===== config.mk =====
export PLATFORM = sky130hd
export DESIGN_NAME = capture_compare_array_unit
export DESIGN_NICKNAME = d
export VERILOG_FILES = /design/src/capture_compare_array_unit.v
export VERILOG_INCLUDE_DIRS = /design/src /design/src/inc
export SDC_FILE = /design/constraint.sdc
export NUM_CORES = 2
export LEC_CHECK = 0
export ABC_AREA = 1
export BUFFER_PORTS_ARGS = -buffer_cell sky130_fd_sc_hd__buf_2
export CORE_AREA = 5 5 294 368
export CTS_CLUSTER_SIZE = 10
export DETAILED_ROUTE_END_ITERATION = 7
export DIE_AREA = 0 0 299 373
export PLACE_DENSITY = 0.63
export SLEW_MARGIN = 20
export SYNTH_ARGS = -nofsm -noshare
export SYNTH_HDL_FRONTEND = slang
export SYNTH_SLANG_ARGS = --single-unit

===== constraint.sdc =====
create_clock -name aclk -period 3.9 [get_ports aclk]
set_input_delay 0.78 -clock aclk [delete_from_list [all_inputs] [get_ports aclk]]
set_output_delay 0.78 -clock aclk [all_outputs]
set_load 0.05 [all_outputs]

===== src/inc/capture_compare_array_unit_defines.vh =====
// Offsets, field positions, encodings and reset values of the capture/compare array.
`ifndef CAPTURE_COMPARE_ARRAY_UNIT_DEFINES_VH
`define CAPTURE_COMPARE_ARRAY_UNIT_DEFINES_VH

`define NUM_CC        16
`define NUM_TMR       2
`define HALF_CC       8
`define DIV_W         7
`define STAG_BASE     7'h08
`define A_BAD         8'hFC

`define A_TCTL        8'h00
`define A_TVAL0       8'h04
`define A_TRLD0       8'h08
`define A_TVAL1       8'h0C
`define A_TRLD1       8'h10
`define A_IRQ_STAT    8'h14
`define A_IRQ_CLR     8'h18
`define A_IRQ_EN      8'h1C
`define A_PIN_STAT    8'h20
`define PG_MODE       2'h1
`define PG_VAL        2'h2

`define TCTL_T1_LSB   8
`define TCTL_STAGGER  16
`define TCTL_RST      17'h00000

`define M_TSEL        0
`define M_MODE_HI     3
`define M_MODE_LO     1
`define M_SINGLE      4
`define M_DOUBLE      5

`define MD_OFF        3'h0
`define MD_CAP_RISE   3'h1
`define MD_CAP_FALL   3'h2
`define MD_CAP_BOTH   3'h3
`define MD_CMP0       3'h4
`define MD_CMP1       3'h5
`define MD_CMP2       3'h6
`define MD_CMP3       3'h7

`define SRC_AUX       3'h5
`define SRC_EXT_RISE  3'h6
`define SRC_EXT_BOTH  3'h7

`define TMR_MAX       16'hFFFF
`define RESP_OKAY     2'h0
`define RESP_SLVERR   2'h2

`endif


===== src/capture_compare_array_unit.v =====
// Capture/compare array with two reloadable timers and an AXI4-Lite register port.
`timescale 1ns/10ps
// How it works
// RULE_01 - Sixteen channels; one-clock resolution, eight clocks when staggered option is set.
// RULE_02 - Two independent 16-bit timers, each with its own reload register.
// RULE_03 - Timer clock is a prescaled system clock or the auxiliary timer overflow event.
// RULE_04 - A timer may instead count edges of its external count input.
// RULE_05 - Each of sixteen registers picks a timer and capture or compare function.
// RULE_06 - Each register owns one pin: capture trigger input or compare output.
// RULE_07 - Capture copies the selected timer into the register and raises its interrupt.
// RULE_08 - Capture edge is rising, falling or both, chosen per register.
// RULE_09 - Compare registers are matched continuously against their timer; match runs mode action.
// RULE_10 - Mode zero: interrupt on every match, pin untouched.
// RULE_11 - Mode one: pin toggles on every match.
// RULE_12 - Mode two: interrupt only, at most once per timer period.
// RULE_13 - Mode three: pin high on match, low on timer overflow, once per period.
// RULE_14 - Double register: registers i and i+8 both toggle pin i.
// RULE_15 - Single-event option stops a compare register after its first event.
// RULE_16 - The overflow event comes from the auxiliary timer of general timer module two.
// RULE_17 - On overflow a timer reloads from its reload register and keeps counting.
// RULE_18 - Each register has a sticky interrupt flag, cleared by software, one node each.
`include "capture_compare_array_unit_defines.vh"

module capture_compare_array_unit (
  input  wire        aclk,
  input  wire        aresetn,
  input  wire [31:0] s_axi_awaddr,
  input  wire        s_axi_awvalid,
  output wire        s_axi_awready,
  input  wire [31:0] s_axi_wdata,
  input  wire [3:0]  s_axi_wstrb,
  input  wire        s_axi_wvalid,
  output wire        s_axi_wready,
  output reg  [1:0]  s_axi_bresp,
  output reg         s_axi_bvalid,
  input  wire        s_axi_bready,
  input  wire [31:0] s_axi_araddr,
  input  wire        s_axi_arvalid,
  output wire        s_axi_arready,
  output reg  [31:0] s_axi_rdata,
  output reg  [1:0]  s_axi_rresp,
  output reg         s_axi_rvalid,
  input  wire        s_axi_rready,
  input  wire [15:0] cc_pin_in,
  output reg  [15:0] cc_pin_out,
  output reg  [15:0] cc_pin_oe,
  input  wire        aux_timer_event,
  input  wire [1:0]  ext_count_in,
  output reg  [15:0] cc_irq_node,
  output reg         irq
);

  integer i;
  integer n;
  integer pt;

  // Bus side state.
  reg  [7:0]  aw_addr_q;
  reg         aw_have_q;
  reg  [31:0] w_data_q;
  reg  [3:0]  w_strb_q;
  reg         w_have_q;
  wire        wr_go;

  // Block state.
  reg  [16:0] tctl_q;
  reg  [15:0] tcnt_q     [0:1];
  reg  [15:0] trld_q     [0:1];
  reg  [1:0]  tick_d_q;
  reg  [1:0]  ovf_q;
  reg  [`DIV_W-1:0] div_q;
  reg  [15:0] val_q      [0:15];
  reg  [5:0]  mode_q     [0:15];
  reg  [15:0] once_q;
  reg  [15:0] se_done_q;
  reg  [15:0] stat_q;
  reg  [15:0] en_q;

  // Three-stage synchronisers for the pins and count inputs.
  reg  [17:0] s1_q;
  reg  [17:0] s2_q;
  reg  [17:0] s3_q;
  reg  [17:0] st_q;
  wire [17:0] agree;
  wire [17:0] rise;
  wire [17:0] fall;

  reg  [1:0]  tick;
  reg  [15:0] ev_w;
  reg  [15:0] cap_w;
  reg  [15:0] tog_w;
  reg  [15:0] set_w;
  reg  [15:0] clr_w;
  reg  [15:0] se_w;
  reg  [15:0] oe_w;
  reg         hit;
  reg         cmp_ev;
  reg  [2:0]  md;
  reg         ts;
  reg  [2:0]  src;

  function presc;
    input [`DIV_W-1:0] d;
    input [2:0]        k;
    input              stag;
    reg   [`DIV_W-1:0] msk;
    begin
      msk = stag ? ((`STAG_BASE << k) - 7'h01) : ((7'h01 << k) - 7'h01);
      presc = ((d & msk) == msk);
    end
  endfunction

  function [15:0] strb16;
    input [15:0] old;
    input [31:0] d;
    input [3:0]  s;
    begin
      strb16 = {s[1] ? d[15:8] : old[15:8], s[0] ? d[7:0] : old[7:0]};
    end
  endfunction

  function addr_ok;
    input [31:0] a;
    begin
      if (a[31:8] != 24'h000000 || a[1:0] != 2'h0) begin
        addr_ok = 1'b0;
      end else if (a[7:6] == `PG_MODE || a[7:6] == `PG_VAL) begin
        addr_ok = 1'b1;
      end else if (a[7:6] == 2'h0 && a[7:0] <= `A_PIN_STAT) begin
        addr_ok = 1'b1;
      end else begin
        addr_ok = 1'b0;
      end
    end
  endfunction

  assign s_axi_awready = ~aw_have_q;
  assign s_axi_wready  = ~w_have_q;
  assign s_axi_arready = ~s_axi_rvalid;
  // Both halves of a write must be held before it acts, and only once the last answer is gone.
  assign wr_go = aw_have_q & w_have_q & ~s_axi_bvalid;

  assign agree = ~(s2_q ^ s3_q);
  assign rise  = agree & s3_q & ~st_q;
  assign fall  = agree & ~s3_q & st_q;

  always @(posedge aclk) begin
    if (!aresetn) begin
      s1_q <= 18'h00000;
      s2_q <= 18'h00000;
      s3_q <= 18'h00000;
      st_q <= 18'h00000;
    end else begin
      s1_q <= {ext_count_in, cc_pin_in};
      s2_q <= s1_q;
      s3_q <= s2_q;
      st_q <= (agree & s3_q) | (~agree & st_q);
    end
  end

  // Timer clock selection.
  always @* begin
    for (n = 0; n < `NUM_TMR; n = n + 1) begin
      src = tctl_q[n*`TCTL_T1_LSB+1 +: 3];
      if (!tctl_q[n*`TCTL_T1_LSB]) begin
        tick[n] = 1'b0;
      end else if (src == `SRC_AUX) begin
        tick[n] = aux_timer_event; // RULE_03 RULE_16
      end else if (src == `SRC_EXT_RISE) begin
        tick[n] = rise[`NUM_CC+n]; // RULE_04
      end else if (src == `SRC_EXT_BOTH) begin
        tick[n] = rise[`NUM_CC+n] | fall[`NUM_CC+n]; // RULE_04
      end else begin
        tick[n] = presc(div_q, src, tctl_q[`TCTL_STAGGER]); // RULE_01 RULE_03
      end
    end
  end

  // Per-register events.
  always @* begin
    ev_w  = 16'h0000;
    cap_w = 16'h0000;
    tog_w = 16'h0000;
    set_w = 16'h0000;
    clr_w = 16'h0000;
    se_w  = 16'h0000;
    oe_w  = 16'h0000;
    hit   = 1'b0;
    cmp_ev = 1'b0;
    md    = `MD_OFF;
    ts    = 1'b0;
    pt    = 0;
    for (i = 0; i < `NUM_CC; i = i + 1) begin
      ts = mode_q[i][`M_TSEL]; // RULE_05
      md = mode_q[i][`M_MODE_HI:`M_MODE_LO];
      pt = i;
      if (i >= `HALF_CC && mode_q[i-`HALF_CC][`M_DOUBLE]) begin
        pt = i - `HALF_CC; // RULE_14
      end
      // A match is judged on the cycle after the timer steps, so each count value matches once.
      hit = tick_d_q[ts] && (tcnt_q[ts] == val_q[i]) && !se_done_q[i]; // RULE_09
      cap_w[i] = (md == `MD_CAP_RISE && rise[i]) || (md == `MD_CAP_FALL && fall[i]) ||
                 (md == `MD_CAP_BOTH && (rise[i] || fall[i])); // RULE_08
      if (md == `MD_CMP0 || md == `MD_CMP1) begin
        cmp_ev = hit; // RULE_10 RULE_11
      end else if (md == `MD_CMP2 || md == `MD_CMP3) begin
        cmp_ev = hit && (!once_q[i] || ovf_q[ts]); // RULE_12 RULE_13
      end else begin
        cmp_ev = 1'b0;
      end
      ev_w[i] = cap_w[i] | cmp_ev; // RULE_07
      se_w[i] = cmp_ev & mode_q[i][`M_SINGLE]; // RULE_15
      if (cmp_ev && (md == `MD_CMP1 || pt != i || mode_q[i][`M_DOUBLE])) begin
        tog_w[pt] = ~tog_w[pt]; // RULE_11 RULE_14
      end
      if (md == `MD_CMP3) begin
        set_w[i] = cmp_ev; // RULE_13
        clr_w[i] = ovf_q[ts]; // RULE_13
      end
      if (md == `MD_CMP1 || md == `MD_CMP3 || (mode_q[i][`M_DOUBLE] && md[2])) begin
        oe_w[pt] = 1'b1; // RULE_06
      end
    end
  end

  always @(posedge aclk) begin
    if (!aresetn) begin
      tctl_q     <= `TCTL_RST;
      tick_d_q   <= 2'h0;
      ovf_q      <= 2'h0;
      div_q      <= 7'h00;
      once_q     <= 16'h0000;
      se_done_q  <= 16'h0000;
      stat_q     <= 16'h0000;
      en_q       <= 16'h0000;
      cc_pin_out <= 16'h0000;
      cc_pin_oe  <= 16'h0000;
      cc_irq_node <= 16'h0000;
      irq        <= 1'b0;
      for (n = 0; n < `NUM_TMR; n = n + 1) begin
        tcnt_q[n] <= 16'h0000;
        trld_q[n] <= 16'h0000;
      end
      for (i = 0; i < `NUM_CC; i = i + 1) begin
        val_q[i]  <= 16'h0000;
        mode_q[i] <= 6'h00;
      end
    end else begin
      div_q    <= div_q + 7'h01;
      tick_d_q <= tick;
      for (n = 0; n < `NUM_TMR; n = n + 1) begin
        ovf_q[n] <= tick[n] && (tcnt_q[n] == `TMR_MAX);
        if (tick[n]) begin
          if (tcnt_q[n] == `TMR_MAX) begin
            tcnt_q[n] <= trld_q[n]; // RULE_17
          end else begin
            tcnt_q[n] <= tcnt_q[n] + 16'h0001; // RULE_02
          end
        end
      end
      for (i = 0; i < `NUM_CC; i = i + 1) begin
        if (cap_w[i]) begin
          val_q[i] <= tcnt_q[mode_q[i][`M_TSEL]]; // RULE_07
        end
        if (ev_w[i]) begin
          once_q[i] <= 1'b1; // RULE_12 RULE_13
        end else if (ovf_q[mode_q[i][`M_TSEL]]) begin
          once_q[i] <= 1'b0;
        end
        if (se_w[i]) begin
          se_done_q[i] <= 1'b1; // RULE_15
        end
        // Set beats overflow clear so a match at the reload value is not lost.
        if (set_w[i]) begin
          cc_pin_out[i] <= 1'b1;
        end else if (clr_w[i]) begin
          cc_pin_out[i] <= 1'b0;
        end else begin
          cc_pin_out[i] <= cc_pin_out[i] ^ tog_w[i];
        end
      end
      cc_pin_oe   <= oe_w;
      cc_irq_node <= (stat_q | ev_w); // RULE_18
      irq         <= |((stat_q | ev_w) & en_q);
      stat_q      <= stat_q | ev_w; // RULE_18
      if (wr_go) begin
        if (aw_addr_q == `A_TCTL) begin
          tctl_q <= {w_strb_q[2] ? w_data_q[`TCTL_STAGGER] : tctl_q[`TCTL_STAGGER],
                     strb16(tctl_q[15:0], w_data_q, w_strb_q)}; // RULE_01
        end else if (aw_addr_q == `A_TVAL0) begin
          tcnt_q[0] <= strb16(tcnt_q[0], w_data_q, w_strb_q);
        end else if (aw_addr_q == `A_TRLD0) begin
          trld_q[0] <= strb16(trld_q[0], w_data_q, w_strb_q);
        end else if (aw_addr_q == `A_TVAL1) begin
          tcnt_q[1] <= strb16(tcnt_q[1], w_data_q, w_strb_q);
        end else if (aw_addr_q == `A_TRLD1) begin
          trld_q[1] <= strb16(trld_q[1], w_data_q, w_strb_q);
        end else if (aw_addr_q == `A_IRQ_CLR) begin
          // A new event in the clearing cycle keeps its flag set.
          stat_q <= (stat_q & ~strb16(16'h0000, w_data_q, w_strb_q)) | ev_w; // RULE_18
        end else if (aw_addr_q == `A_IRQ_EN) begin
          en_q <= strb16(en_q, w_data_q, w_strb_q);
        end else if (aw_addr_q[7:6] == `PG_MODE) begin
          mode_q[aw_addr_q[5:2]] <= w_strb_q[0] ? w_data_q[5:0] : mode_q[aw_addr_q[5:2]];
          se_done_q[aw_addr_q[5:2]] <= 1'b0;
          once_q[aw_addr_q[5:2]] <= 1'b0;
        end else if (aw_addr_q[7:6] == `PG_VAL && !cap_w[aw_addr_q[5:2]]) begin
          val_q[aw_addr_q[5:2]] <= strb16(val_q[aw_addr_q[5:2]], w_data_q, w_strb_q);
        end
      end
    end
  end

  // Write channel.
  always @(posedge aclk) begin
    if (!aresetn) begin
      aw_addr_q    <= 8'h00;
      aw_have_q    <= 1'b0;
      w_data_q     <= 32'h00000000;
      w_strb_q     <= 4'h0;
      w_have_q     <= 1'b0;
      s_axi_bvalid <= 1'b0;
      s_axi_bresp  <= `RESP_OKAY;
    end else begin
      if (s_axi_awvalid && !aw_have_q) begin
        aw_have_q <= 1'b1;
        aw_addr_q <= addr_ok(s_axi_awaddr) ? s_axi_awaddr[7:0] : `A_BAD;
      end else if (wr_go) begin
        aw_have_q <= 1'b0;
      end
      if (s_axi_wvalid && !w_have_q) begin
        w_have_q <= 1'b1;
        w_data_q <= s_axi_wdata;
        w_strb_q <= s_axi_wstrb;
      end else if (wr_go) begin
        w_have_q <= 1'b0;
      end
      if (wr_go) begin
        s_axi_bvalid <= 1'b1;
        s_axi_bresp  <= (aw_addr_q == `A_BAD) ? `RESP_SLVERR : `RESP_OKAY;
      end else if (s_axi_bready) begin
        s_axi_bvalid <= 1'b0;
      end
    end
  end

  // Read channel; reading status has no side effect.
  always @(posedge aclk) begin
    if (!aresetn) begin
      s_axi_rvalid <= 1'b0;
      s_axi_rdata  <= 32'h00000000;
      s_axi_rresp  <= `RESP_OKAY;
    end else if (s_axi_arvalid && !s_axi_rvalid) begin
      s_axi_rvalid <= 1'b1;
      s_axi_rresp  <= addr_ok(s_axi_araddr) ? `RESP_OKAY : `RESP_SLVERR;
      s_axi_rdata  <= 32'h00000000;
      if (!addr_ok(s_axi_araddr)) begin
        s_axi_rdata <= 32'h00000000;
      end else if (s_axi_araddr[7:0] == `A_TCTL) begin
        s_axi_rdata <= {15'h0000, tctl_q};
      end else if (s_axi_araddr[7:0] == `A_TVAL0) begin
        s_axi_rdata <= {16'h0000, tcnt_q[0]};
      end else if (s_axi_araddr[7:0] == `A_TRLD0) begin
        s_axi_rdata <= {16'h0000, trld_q[0]};
      end else if (s_axi_araddr[7:0] == `A_TVAL1) begin
        s_axi_rdata <= {16'h0000, tcnt_q[1]};
      end else if (s_axi_araddr[7:0] == `A_TRLD1) begin
        s_axi_rdata <= {16'h0000, trld_q[1]};
      end else if (s_axi_araddr[7:0] == `A_IRQ_STAT) begin
        s_axi_rdata <= {16'h0000, stat_q};
      end else if (s_axi_araddr[7:0] == `A_IRQ_EN) begin
        s_axi_rdata <= {16'h0000, en_q};
      end else if (s_axi_araddr[7:0] == `A_PIN_STAT) begin
        s_axi_rdata <= {st_q[15:0], cc_pin_out};
      end else if (s_axi_araddr[7:6] == `PG_MODE) begin
        s_axi_rdata <= {26'h0000000, mode_q[s_axi_araddr[5:2]]};
      end else if (s_axi_araddr[7:6] == `PG_VAL) begin
        s_axi_rdata <= {16'h0000, val_q[s_axi_araddr[5:2]]};
      end
    end else if (s_axi_rready) begin
      s_axi_rvalid <= 1'b0;
    end
  end

endmodule // capture_compare_array_unit


Word level (Yosys, flattened, before mapping)
Memories as Yosys holds them, arrays and structs flattened.
Cells that the tools add are included.

storage, ports and cells
  register bits = 281
  RAM bits = 416
  memories = 4

memories
  memory  words  bits a word  read ports  clocked after Yosys merged registers in  wr ports  line                             source
  val_q   16     16           17          0                                        17        capture_compare_array_unit.v:72  reg [15:0] val_q [0:15];
  mode_q  16     6            17          0                                        16        capture_compare_array_unit.v:73  reg [5:0] mode_q [0:15];
  tcnt_q  2      16           18          0                                        2         capture_compare_array_unit.v:67  reg [15:0] tcnt_q [0:1];
  trld_q  2      16           2           0                                        2         capture_compare_array_unit.v:68  reg [15:0] trld_q [0:1];

operators by class
  add/subtract/negate cells = 7
  magnitude comparators = 36
  equal/unequal tests = 169
  shift operators = 4
  mux-type cells = 552
  bitwise operators = 123
  reductions and logical operators = 359

operators with widths
  operator                                                                               count
  16-bit two-way mux                                                                     67
  1-bit two-way mux                                                                      422
  32-bit two-way mux                                                                     9
  16-bit == test                                                                         16
  32-bit by 1-bit greater-or-equal comparator with 1-bit output (second input constant)  8
  32-bit by 6-bit < comparator with 1-bit output (second input constant)                 8
  32-bit by 5-bit != test with 1-bit output (second input constant)                      8
  3-bit == test (second input constant)                                                  70
  1-bit logical OR                                                                       156
  1-bit logical AND                                                                      145
  16-bit OR                                                                              9
  16-bit bitwise mux                                                                     8
  8-bit two-way mux                                                                      13
  3-bit by 2-bit == test with 1-bit output (second input constant)                       32
  18-bit bitwise AND                                                                     5
  18-bit NOT                                                                             4
  16-bit bitwise AND                                                                     4
  3-bit by 1-bit == test with 1-bit output (second input constant)                       16
  8-bit by 5-bit == test with 1-bit output (second input constant)                       6
  24-bit nonzero test                                                                    2
  1-bit OR                                                                               42
  1-bit binary-select mux with 4-bit select                                              9
  1-bit demux with 4-bit select                                                          9
  1-bit logical NOT                                                                      36
  other kinds (38)                                                                       146

Logic depth before layout (Yosys ltp)
An unclocked memory read counts as a cell.

  depth after elaboration = 61
  mapped depth = 21
  depth with buffers taken out = 19

Least setup slack after synthesis
OpenSTA, ideal clock, no wires.

  path type = input-to-reg
  start point = in aresetn
  end point = mem val_q[0][0], enable pin
  arrival = 2.318 ns
  data required time = 3.571 ns
  path slack = 1.253 ns
  stages on the path = 9
  cells stage by stage = buf_2 > nand2_1 > a2111oi_0 > nand2_1 > nor3_2 > buf_2 > buf_2 > nand2_1 > nand2_1

RTL lines
  element             line                             source
  start: declaration  capture_compare_array_unit.v:26  input wire aresetn,
  end: declaration    capture_compare_array_unit.v:72

==> flow_summary_export.csv <==
group,metric,value,unit
status,status,"finished, final reports clean",
timing,finalSetupViolations,0,
die,io_pins,216,
timing,worst_slew_pin_slew,1.14,ns
routing,route.detailed.drc,0,
pwr,vdd_drop_max,348,µV
die,start_util,44.6,%
global_routing,grt_overflow,0,
clock_tree,clock_latency,0.72,ns
synthesis,syn_inst,7122,
hold_path,hold_end,"s1_q[16]",
layout,layout-drive-gt1-share,10.4,%
setup_path,cp_common_cell,"buf_4",
hold_path,min-delay-start,"ext_count_in[0]",
synthesis,synthFlopType,"edfxtp_1",
setup_path,reg2reg_slack,0.19,ns
placed_design,place.gp.congestion,1.10,
timing,fmax,269,MHz
timing,slew_viol_final,0,
routing,avgRoutedWirePerCell,28.2,µm
placed_design,placement.io_buffers,197,
pwr,p_sw_share,31.6,%
setup_path,critPathBufInv,6,
clock_tree,clockBufferDepth,3,
die,rows,133,
setup_path,reg2reg_depth,19,
clock_tree,cts_tree,"built",
setup_path,cpPeakStageDelay,0.63,ns
die,chipHeight,373,µm
setup_path,reg2reg_from,"tcnt_q[0][8]",
job,maxCapViolations,0,
synthesis,yosysMostFrequentCell,"nand2_1",
pwr,p_sw,6.14,mW
pwr,power.internal,13.3,mW
die,die_w,299,µm
clock_tree,cts_resized,0,
pwr,combPwrFrac,15.7,%
routing,num_vias,52446,
setup_path,crit_required,4.48,ns
timing,period_minus_slack,3.71,ns
synthesis,synth_area,0.0466,mm²
clock_tree,cts.clk_slew.worst_paths,0.07,ns
pwr,seq_power_share,42.7,%
timing,finalCritPeriodShare,95.2,%
routing,first_pass_iters,7,
clock_tree,cts_made_buffers,85,
timing,rsz0062_at_grt,"no",
timing,hold_viol_final,0,
layout,nets,7553,
synthesis,synth_top_area_cell,"edfxtp_1",
routing,viasPerCell,5.96,
synthesis,synthTopCellsByArea,"edfxtp_1 (27%), nand2_1 (20%), dfxtp_1 (12%), nor2_1 (7.0%), inv_1 (6.1%)",
global_routing,grt_pass1_wl,343000,µm
pwr,pwr_density_cell,364,mW/mm²
hold_path,hold_class,"primary input to register",
die,core_area,0.105,mm²
setup_path,crit_slowest_cell,"inv_1",
synthesis,ys_types,60,
placed_design,dp_cells,8635,
setup_path,crit_chain,"inv_1 > buf_4 > o21ai_0 > xor2_1 > nor2_1 > nand2_1 > nor2_1 > nand3_1 > buf_4 > nor2_1 > buf_4 > ha_1 > inv_1 > nand3_1 > buf_4 > nand2_1 > nand2_1 > nand3_1 > a21oi_1",
setup_path,cp.arrival,4.29,ns
timing,hold_ws,0.259,ns
clock_tree,ctsHoldBuffers,0,
global_routing,grt_start_max_net_pins,163,
synthesis,yosys-top-cells-count,"nand2_1 (2442), nor2_1 (873), inv_1 (758)",
synthesis,synth_edf_count,416,
synthesis,postSynthAreaPerCell,6.54,µm²
layout,fin_cells,8793,
routing,drtIter0Drc,8489,
synthesis,synth_top_area_share,26.8,%
pwr,clockPowerShare,41.6,%
clock_tree,postCtsSetupBuffers,0,
setup_path,worst-setup-path-type,"register to register",
setup_path,cp_top_family,"buffers and inverters",
synthesis,synthArstFlopShare,0,%
layout,nFillCells,10750,
placed_design,hpwl,186000,µm
global_routing,grt_pass1_vias,47913,
synthesis,ys_ff_latch,695,
setup_path,start_kind,"register",
clock_tree,clock_sinks,695,
synthesis,ys_seq_area_share,38.8,%
layout,syn_to_final_growth,14.7,%
hold_path,hold_depth,3,
timing,timing.slew.headroom,23.7,%
routing,postRouteAntennaNets,0,
pwr,power_leakage,25.4,nW
setup_path,crit_fanout,6,
die,dieArea,0.112,mm²
clock_tree,cts_root_buffer,"clkbuf_16",
setup_path,r2r-end,"cc_pin_out[7]",
synthesis,ys_warn_count,0,
routing,routed_wl,248000,µm
global_routing,grt_usage,42.5,%
global_routing,antenna_found_initial,12,
clock_tree,cts_max_level,3,
setup_path,endpoint_kind,"register",
timing,finClkSkew,0.0357,ns
[metal layers]
layer,part of all wire (%),vias to the layer above,global-route usage (%)
li1,-,23362,-
met2,40,4094,61.0
met3,14,1114,10.8
met4,12,4,37.8
met1,35,23872,52.5
met5,0.011,-,0
[area by class of cell]
type | count | area [µm²] | share of cell area (%)
tap | 1350 | 1690 | 3.16
inverter | 775 | 2910 | 5.45
timing repair buffer | 561 | 4090 | 7.65
clock inverter | 18 | 278 | 0.520
clock buffer | 133 | 2440 | 4.56
multi-input combinational | 5254 | 23900 | 44.8
antenna | 7 | 17.5 | 0.0328
sequential | 695 | 18100 | 33.8
[cells in the final DEF (no fill, tap or decap), types with 25 or more instances in the layout]
| master | netlist | layout |
|---|---|---|
| xor2_1 | 96 | 96 |
| a21oi_1 | 284 | 284 |
| nand3_1 | 531 | 531 |
| dfxtp_1 | 279 | 279 |
| inv_1 | 758 | 755 |
| nand2_1 | 2442 | 2442 |
| ha_1 | 55 | 55 |
| clkbuf_16 | 0 | 86 |
| o21ai_0 | 455 | 451 |
| or2_2 | 49 | 49 |
| nor2_1 | 873 | 865 |
| nand4_1 | 116 | 116 |
| buf_2 | 113 | 195 |
| buf_12 | 0 | 29 |
| o211ai_1 | 69 | 69 |
| edfxtp_1 | 416 | 416 |
| xnor2_1 | 27 | 27 |
| nor3_1 | 65 | 63 |
| buf_4 | 21 | 336 |
| clkbuf_1 | 226 | 36 |
| nand3b_1 | 25 | 25 |
[worst max path at each step]
stage	depth (start not counted)	endpoint	startpoint	slack [ns]
floorplan	9	val_q[0][0]	aresetn	1.25
global placement	16	cc_pin_out[2]	tick_d_q[0]	-0.19
detailed placement	8	s_axi_rdata[16]	s_axi_araddr[1]	0.49
CTS	19	cc_pin_out[7]	tcnt_q[0][8]	0.48
global route	16	cc_pin_out[4]	tcnt_q[0][8]	0.20
finish	19	cc_pin_out[7]	tcnt_q[0][8]	0.19
[worst register-to-register path, stage by stage (launching register included)]
cell      delay [ns]
edfxtp_1        0.39
inv_1           0.63
buf_4           0.25
o21ai_0         0.15
xor2_1          0.21
nor2_1          0.13
nand2_1         0.06
nor2_1          0.10
nand3_1         0.08
buf_4           0.17
nor2_1          0.36
buf_4           0.23
ha_1            0.23
inv_1           0.05
nand3_1         0.08
buf_4           0.22
nand2_1         0.08
nand2_1         0.04
nand3_1         0.07
a21oi_1         0.06
[kinds of logic after synthesis]
logic type | after synthesis | share of synthesized area (%)
flip-flops | 695 | 38.8
AO/OA/AOI/OAI | 903 | 10.5
XOR/XNOR | 123 | 2.31
AND/OR/NAND/NOR | 4171 | 36.9
adder cells (fa/ha/maj) | 55 | 1.48
other | 1 | 0.00805
buffers and inverters | 1174 | 9.97
[power by group through the flow]
stage / Clock, mW / Combinational [mW] / Sequential, mW
2_1_floorplan: 0 / 1.56 / 8.34
3_5_place_dp: 0 / 2.89 / 8.44
3_3_place_gp: 0 / 2.88 / 8.44
5_1_grt: 8.37 / 3.15 / 8.32
6_report: 8.09 / 3.06 / 8.31
4_1_cts: 8.06 / 2.90 / 8.29
[metrics by stage]
step | instance area, µm² | utilization [%] | worst slack [ns] | power (mW) | TNS (ns)
finish | 53400 | 51.1 | 0.186 | 19.5 | 0
global route | 53400 | 51.1 | 0.202 | 19.8 | 0
CTS | 53400 | 51.1 | 0.483 | 19.3 | 0
detailed placement | 50700 | 48.5 | 0.487 | 11.3 | 0
global placement | 50700 | 48.5 | -0.187 | 11.3 | -0.187
floorplan | 46600 | - | 1.25 | 9.90 | 0
[flip-flops by register name (all words and copies together) (netlist names), 7 cells and up, named ones only]
signal,flops
val_q,256
mode_q,96
s_axi_rdata,32
tcnt_q,32
trld_q,32
s1_q,18
s2_q,18
s3_q,18
tctl_q,17
w_data_q,17
cc_irq_node,16
cc_pin_oe,16
cc_pin_out,16
en_q,16
once_q,16
se_done_q,16
stat_q,16
aw_addr_q,8
div_q,7
No activity file was read; power rests on OpenSTA's default activity.
